## src/hdl/gauge_cfg_pkg.sv

```systemverilog
// constants and carrier types for the gauge configuration, alert and command logic
// assumes a single clock domain and a serial engine that presents whole 16-bit words
package gauge_cfg_pkg;

	// ----------------------------------------
	// register map
	// ----------------------------------------
	localparam logic [7:0] GAUGE_SETTINGS_ADDR = 8'h0c;
	localparam logic [7:0] SPECIAL_COMMAND_ADDR = 8'hfe;
	localparam logic [15:0] FULL_RESET_CODE = 16'h0054;

	// ----------------------------------------
	// field layout of gauge_settings
	// ----------------------------------------
	localparam int COMP_LSB = 8;
	localparam int COMP_MSB = 15;
	localparam int SLEEP_BIT = 7;
	localparam int DONT_CARE_BIT = 6;
	localparam int FLAG_BIT = 5;
	localparam int LEVEL_MSB = 4;
	localparam int LEVEL_LSB = 0;

	// ----------------------------------------
	// reset values and threshold decode
	// ----------------------------------------
	localparam logic [7:0] COMP_RESET = 8'h97;
	localparam logic [4:0] LEVEL_RESET = 5'h1c;
	localparam logic DONT_CARE_READ = 1'b0;
	localparam logic [5:0] LEVEL_TOP_PCT = 6'h20;

	typedef struct packed {
		logic [7:0] model_compensation_byte;
		logic sleep;
		logic dont_care;
		logic low_charge_flag;
		logic [4:0] charge_alert_level;
	} settings_t;

	localparam settings_t SETTINGS_RESET = '{
		model_compensation_byte: COMP_RESET,
		sleep: 1'b0,
		dont_care: DONT_CARE_READ,
		low_charge_flag: 1'b0,
		charge_alert_level: LEVEL_RESET
	};

	typedef struct packed {
		logic en;
		logic [7:0] addr;
		logic [15:0] data;
	} reg_write_t;

endpackage

```

## src/hdl/gauge_config_alert_control.sv

```systemverilog
// configuration, low-charge alert and special command register logic of the gauge
// assumes the omitted serial engine raises i_wr_en once all 16 bits of a word are in,
// and that the state-of-charge source shares I_MCLK
// Notes on behaviour
// settings word: compensation 15:8, sleep 7, don't-care 6, flag 5, level 4:0
// writing sleep to one halts gauge work and enters low-power sleep
// writing sleep to zero leaves sleep and resumes gauge work
// sleep bit is zero after reset, so the gauge starts running
// don't-care bit reads a fixed value; writes to it do nothing
// charge below the alert level sets the flag and raises the interrupt
// flag stays set until software writes zero; hardware never clears it
// flag is zero after reset
// alert level is a five-bit field choosing the charge percentage
// alert percentage is thirty-two minus the code, one percent per step
// level field is a complemented count plus one, one percent per step
// alert level resets to code 1c, meaning four percent
// writing 0054 to the command register fully resets the device
// software writes only the reset code to the command register
// rising edge on the restart pin restarts gauge calculations
// alert pin is driven low while the flag is pending
// after clearing, a new alert needs charge to rise then fall again
// full reset acts when the last bit is in; that byte gets no ack
// entering sleep keeps a pending alert in the flag and on the pin
`timescale 1ns/1ns
module gauge_config_alert_control (
	// clock and reset
	input wire logic I_MCLK,
	input wire logic I_RESET_N,
	// register word port from the serial engine
	input wire logic I_WR_EN,
	input wire logic [7:0] I_WR_ADDR,
	input wire logic [15:0] I_WR_DATA,
	input wire logic [7:0] I_RD_ADDR,
	output logic [15:0] O_RD_DATA,
	output logic O_NO_ACK,
	// gauge core
	input wire logic I_SOC_VALID,
	input wire logic [7:0] I_SOC_PCT,
	output logic O_SLEEP,
	output logic O_RESTART,
	output logic O_FULL_RESET,
	output logic [7:0] O_COMPENSATION,
	// pins
	input wire logic I_FAST_RESTART_PIN,
	output logic O_LOW_CHARGE_OUT,
	output logic O_LOW_CHARGE_OE_N
);

	// ----------------------------------------
	// decoding
	// ----------------------------------------
	// percentage that a level code stands for
	function automatic logic [7:0] level_pct(input logic [4:0] code);
		level_pct = {2'b00, gauge_cfg_pkg::LEVEL_TOP_PCT - {1'b0, code}};
	endfunction

	gauge_cfg_pkg::settings_t settings;
	gauge_cfg_pkg::settings_t next_settings;
	gauge_cfg_pkg::reg_write_t wr;
	logic armed;
	logic next_armed;
	logic [2:0] pin_sync;
	logic pin_level;

	assign wr = '{en: I_WR_EN, addr: I_WR_ADDR, data: I_WR_DATA};

	wire settings_wr = wr.en && (wr.addr == gauge_cfg_pkg::GAUGE_SETTINGS_ADDR);
	wire full_reset_wr = wr.en && (wr.addr == gauge_cfg_pkg::SPECIAL_COMMAND_ADDR)
		&& (wr.data == gauge_cfg_pkg::FULL_RESET_CODE);
	wire [7:0] alert_pct = level_pct(settings.charge_alert_level);
	wire below = I_SOC_PCT < alert_pct;
	wire alert_hit = I_SOC_VALID && !settings.sleep && below && armed;
	wire flag_clear = settings_wr && !wr.data[gauge_cfg_pkg::FLAG_BIT];
	// a second sample agreeing with the third marks a settled level
	wire pin_settled = pin_sync[1] == pin_sync[2];
	wire pin_rise = pin_settled && pin_sync[2] && !pin_level;

	// ----------------------------------------
	// next settings
	// ----------------------------------------
	always_comb begin
		next_settings = settings;
		if (settings_wr) begin
			next_settings.model_compensation_byte = wr.data[gauge_cfg_pkg::COMP_MSB:gauge_cfg_pkg::COMP_LSB];
			next_settings.sleep = wr.data[gauge_cfg_pkg::SLEEP_BIT];
			next_settings.charge_alert_level = wr.data[gauge_cfg_pkg::LEVEL_MSB:gauge_cfg_pkg::LEVEL_LSB];
		end
		next_settings.dont_care = gauge_cfg_pkg::DONT_CARE_READ;
		// set wins over a clear in the same cycle; sleep never touches the flag
		if (alert_hit)
			next_settings.low_charge_flag = 1'b1;
		else if (flag_clear)
			next_settings.low_charge_flag = 1'b0;
		// a full reset overrides everything written in the same word
		if (full_reset_wr)
			next_settings = gauge_cfg_pkg::SETTINGS_RESET;
	end

	// re-armed by a full reset or by a sample at or above the level taken after the flag is cleared,
	// so a recovery seen while the alert is still pending does not count
	always_comb begin
		next_armed = armed;
		if (alert_hit)
			next_armed = 1'b0;
		else if (I_SOC_VALID && !settings.sleep && !below && !settings.low_charge_flag)
			next_armed = 1'b1;
		if (full_reset_wr)
			next_armed = 1'b1;
	end

	// ----------------------------------------
	// state
	// ----------------------------------------
	always_ff @(posedge I_MCLK or negedge I_RESET_N) begin
		if (!I_RESET_N) begin
			settings <= gauge_cfg_pkg::SETTINGS_RESET;
			armed <= 1'b1;
		end else begin
			settings <= next_settings;
			armed <= next_armed;
		end
	end

	always_ff @(posedge I_MCLK or negedge I_RESET_N) begin
		if (!I_RESET_N) begin
			pin_sync <= 3'h0;
			pin_level <= 1'b0;
		end else begin
			pin_sync <= {pin_sync[1:0], I_FAST_RESTART_PIN};
			if (pin_settled)
				pin_level <= pin_sync[2];
		end
	end

	// ----------------------------------------
	// outputs, all registered
	// ----------------------------------------
	always_ff @(posedge I_MCLK or negedge I_RESET_N) begin
		if (!I_RESET_N) begin
			O_RD_DATA <= 16'h0000;
			O_NO_ACK <= 1'b0;
			O_SLEEP <= 1'b0;
			O_RESTART <= 1'b0;
			O_FULL_RESET <= 1'b0;
			O_COMPENSATION <= gauge_cfg_pkg::COMP_RESET;
			O_LOW_CHARGE_OUT <= 1'b0;
			O_LOW_CHARGE_OE_N <= 1'b1;
		end else begin
			// the command register is write-only and reads as zero
			O_RD_DATA <= (I_RD_ADDR == gauge_cfg_pkg::GAUGE_SETTINGS_ADDR) ? next_settings : 16'h0000;
			O_NO_ACK <= full_reset_wr;
			O_SLEEP <= next_settings.sleep;
			// a full reset also restarts the gauge, as at power-up
			O_RESTART <= pin_rise || full_reset_wr;
			O_FULL_RESET <= full_reset_wr;
			O_COMPENSATION <= next_settings.model_compensation_byte;
			O_LOW_CHARGE_OUT <= 1'b0;
			O_LOW_CHARGE_OE_N <= !next_settings.low_charge_flag;
		end
	end
endmodule

```

## config.mk

```make
export PLATFORM = sky130hd
export DESIGN_NAME = gauge_config_alert_control
export DESIGN_NICKNAME = d
export VERILOG_FILES = /design/src/hdl/gauge_cfg_pkg.sv /design/src/hdl/gauge_config_alert_control.sv
export SDC_FILE = /design/constraint.sdc
export NUM_CORES = 1
export LEC_CHECK = 0
export ABC_AREA = 0
export BUFFER_PORTS_ARGS = -buffer_cell sky130_fd_sc_hd__buf_2
export CORE_ASPECT_RATIO = 0.5
export CORE_UTILIZATION = 43
export CTS_CLUSTER_SIZE = 16
export DETAILED_ROUTE_END_ITERATION = 10
export GPL_TIMING_DRIVEN = 1
export PLACE_DENSITY = 0.76
export SLEW_MARGIN = 10
export SYNTH_ARGS = -nofsm -noshare
export SYNTH_HDL_FRONTEND = slang
export SYNTH_SLANG_ARGS = --single-unit
export TNS_END_PERCENT = 50
```

## constraint.sdc

```tcl
create_clock -name I_MCLK -period 1.8 [get_ports I_MCLK]
set_clock_uncertainty 0.15 [all_clocks]
set_input_delay 0.18 -clock I_MCLK [delete_from_list [all_inputs] [get_ports I_MCLK]]
set_output_delay 0.18 -clock I_MCLK [all_outputs]
set_load 0.1 [all_outputs]
```

==> qor.txt <==
vias per inst: 4.77
Remaining DRCs: 0
most area-consuming cells after synthesis: dfrtp_1, dfstp_2, mux2i_1, ha_1, buf_4
Final Hold Viols: 0
post-synthesis cell type count: 37
antenna-violating nets left: 0
vias in the first global route: 1,348
Avg Cell Area, Syn: 11.7 um2
Die Height: 47.5 um
Critical Path Source: settings[0]$_DFF_PN0_
routability cong.: 0.850
status: finished with violations
Synth async-reset ratio: 1.00
per-cell routed wire length: 13.6 um
pwr dens: 885 nW/um2
initial core utilization: 0.452
Routed WL: 3990 um
Seq/Total Area, Yosys: 0.540
Worst setup EP type: flip-flop
Ys Warns: 0
placed insts: 280
clk slew on worst S/H paths: 70 ps
slowest stage delay, CP: 420 ps
Area growth syn-to-layout: 35.1%
Iteration-0 DRC Markers: 32
EDFF count, synth: 0
CTS H-tree depth: 2
Final Cycle Share: 1.16
Design Area, Final: 2410 um2
CTS Sinks: 38
Max Cap Viol: 0
CTS max path bufs: 2
Worst setup SP type: flip-flop
num rows: 16
Worst Path Arrival: 2140 ps
Synth Register Bits: 38
DR pass1 iterations: 4
Port Buffers: 72
Worst Path Max Fanout: 4
most frequent cell after synthesis: dfrtp_1
worst vdd ir: 0.335 mV
detailed placement HPWL: 3050 um
post-layout util: 0.611
initial antenna violation count: 0
n_diodes: 0
RSZ-0062 raised after global routing: yes
Skew-Pair Late Insertion Delay: 290 ps
failing checks: setup timing
slowest CP cell: dfrtp_1
ratio of cells with drive above 1 in the final layout: 0.515
worst r2r src: settings[0]$_DFF_PN0_
top-area cell type share of the netlist area: 0.393
global route total overflow: 0
TritonCTS clock tree: done
P_leak: 0.00126 uW
Main synth FF type: dfrtp_1
Slew Viols, Final: 0
cell area after synthesis: 1780 um2
Die ar.: 4420 um2
I/O pin count: 75
worst path cell trace: inv_1 -> ha_2 -> nand2_2 -> xnor2_2 -> ha_1 -> and3_4 -> a211o_1 -> a211oi_2
Core ar.: 3940 um2
area post-placement: 2220 um2
Root Driver: clkbuf_8
Max Freq: 480 MHz
final worst slack: -282 ps
kind of critical path: reg -> reg
Period minus WS final: 2080 ps
Final #Nets: 290
Post-Syn Instances: 152
hold_sp: I_WR_DATA[2]
final cell count without fillers: 293
Die X: 93.1 um
post-synth top area cell: dfrtp_1
Worst EP required: 1850 ps
gr usage total: 0.187
Setup violations, final: 4
Slew @ Worst Pin: 821 ps
Synth top cells by count: dfrtp_1, mux2i_1, a21oi_1
relative slew slack: 0.453
first-pass GRT wire length: 6020 um
Hold Slack: 20.0 ps
CTS Buf Count: 5
Worst Hold Class: in -> reg
largest net degree at the start of global routing: 39
via count: 1,398
[worst max-delay path: cells and delay by family (launching register included)]
family	cells	cell delay, ps
simple gates	2	240
buf+inv	1	70
compound gates	2	510
fa+ha+maj	2	480
xor+xnor	1	140
flops	1	420
[logic make-up after synthesis]
group,after synthesis,synth area share
flip-flops,38,0.540
other,1,0.00210
AND/OR/NAND/NOR,47,0.151
multiplexers,15,0.0849
adder cells (fa/ha/maj),7,0.0491
AO/OA/AOI/OAI,19,0.0597
XOR/XNOR,3,0.0147
buffers and inverters,22,0.0982
[area by class of cell]
type	count	area (um2)
clock buffer	7	86.3
clock inverter	1	30.0
fill	330	1540
inverter	6	35.0
multi-input combinational	93	682
sequential	38	965
tap	54	67.6
timing repair buffer	94	543
[where the power goes]
| part | internal (uW) | switching [uW] | total, uW | leakage [uW] |
|---|---|---|---|---|
| Sequential | 922 | 26.4 | 948 | 0.000478 |
| Clock | 452 | 293 | 744 | 0.0000585 |
| Combinational | 149 | 291 | 439 | 0.000720 |
[through the flow]
| step | setup slack, ps | setup TNS [ps] | power, uW |
|---|---|---|---|
| detailed placement | -338 | -4720 | 1380 |
| finish | -282 | -900 | 2130 |
| global placement | -209 | -3480 | 1360 |
| floorplan | -153 | -364 | 1250 |
| global route | -345 | -1140 | 2230 |
| CTS | -269 | -850 | 2150 |
[cell usage in the layout (no fill, tap or decap), types with 2 or more instances in the layout]
master and count:
nand4_1 2, dlygate4sd3_1 2, buf_2 72, nor3_1 7
dfrtp_1 27, nor4_1 2, nand2_1 10, a21oi_1 12
conb_1 2, nor2_1 9, buf_4 19, xor2_1 2
nand3_1 3, clkbuf_8 6, mux2i_1 14, o21ai_1 2
inv_1 4, ha_1 6, dfstp_2 10
[metal layers]
metal | GRT usage | part of all wire
met5 | 0 | 0
met4 | 0.0677 | 0.0070
met3 | 0.0524 | 0.047
met2 | 0.347 | 0.50
met1 | 0.219 | 0.45
[flip-flops by register name, summed over array words and instances, names as in the netlist]
name,count
O_LOW_CHARGE_OE_N,1
O_RD_DATA,15
pin_level,1
pin_sync,3
armed,1
settings,6
O_COMPENSATION,8
O_SLEEP,1
O_RESTART,1
O_FULL_RESET,1
[final timing paths]
path	endpoint	cells after the start	slack, ps
hold reg to reg	pin_sync[1]$_DFF_PN0_	0	220
setup / recovery	O_RD_DATA[5]$_DFF_PN0_	8	-280
max in group asynchronous	O_SLEEP$_DFF_PN0_	2	560
setup reg to reg	O_RD_DATA[5]$_DFF_PN0_	8	-280
hold / removal	settings[2]$_DFF_PN1_	3	20
min in group asynchronous	pin_sync[2]$_DFF_PN0_	2	370
[timing repair]
item	CTS	global route
endpoints found under the setup margin	4	4
hold buffers	2	0
endpoints found under the hold margin	29	0
resized for setup	4	4
pin swaps	4	4
buffers inserted	2	1
cloned	0	0
Note: power is estimated with default switching activity, not from simulation.
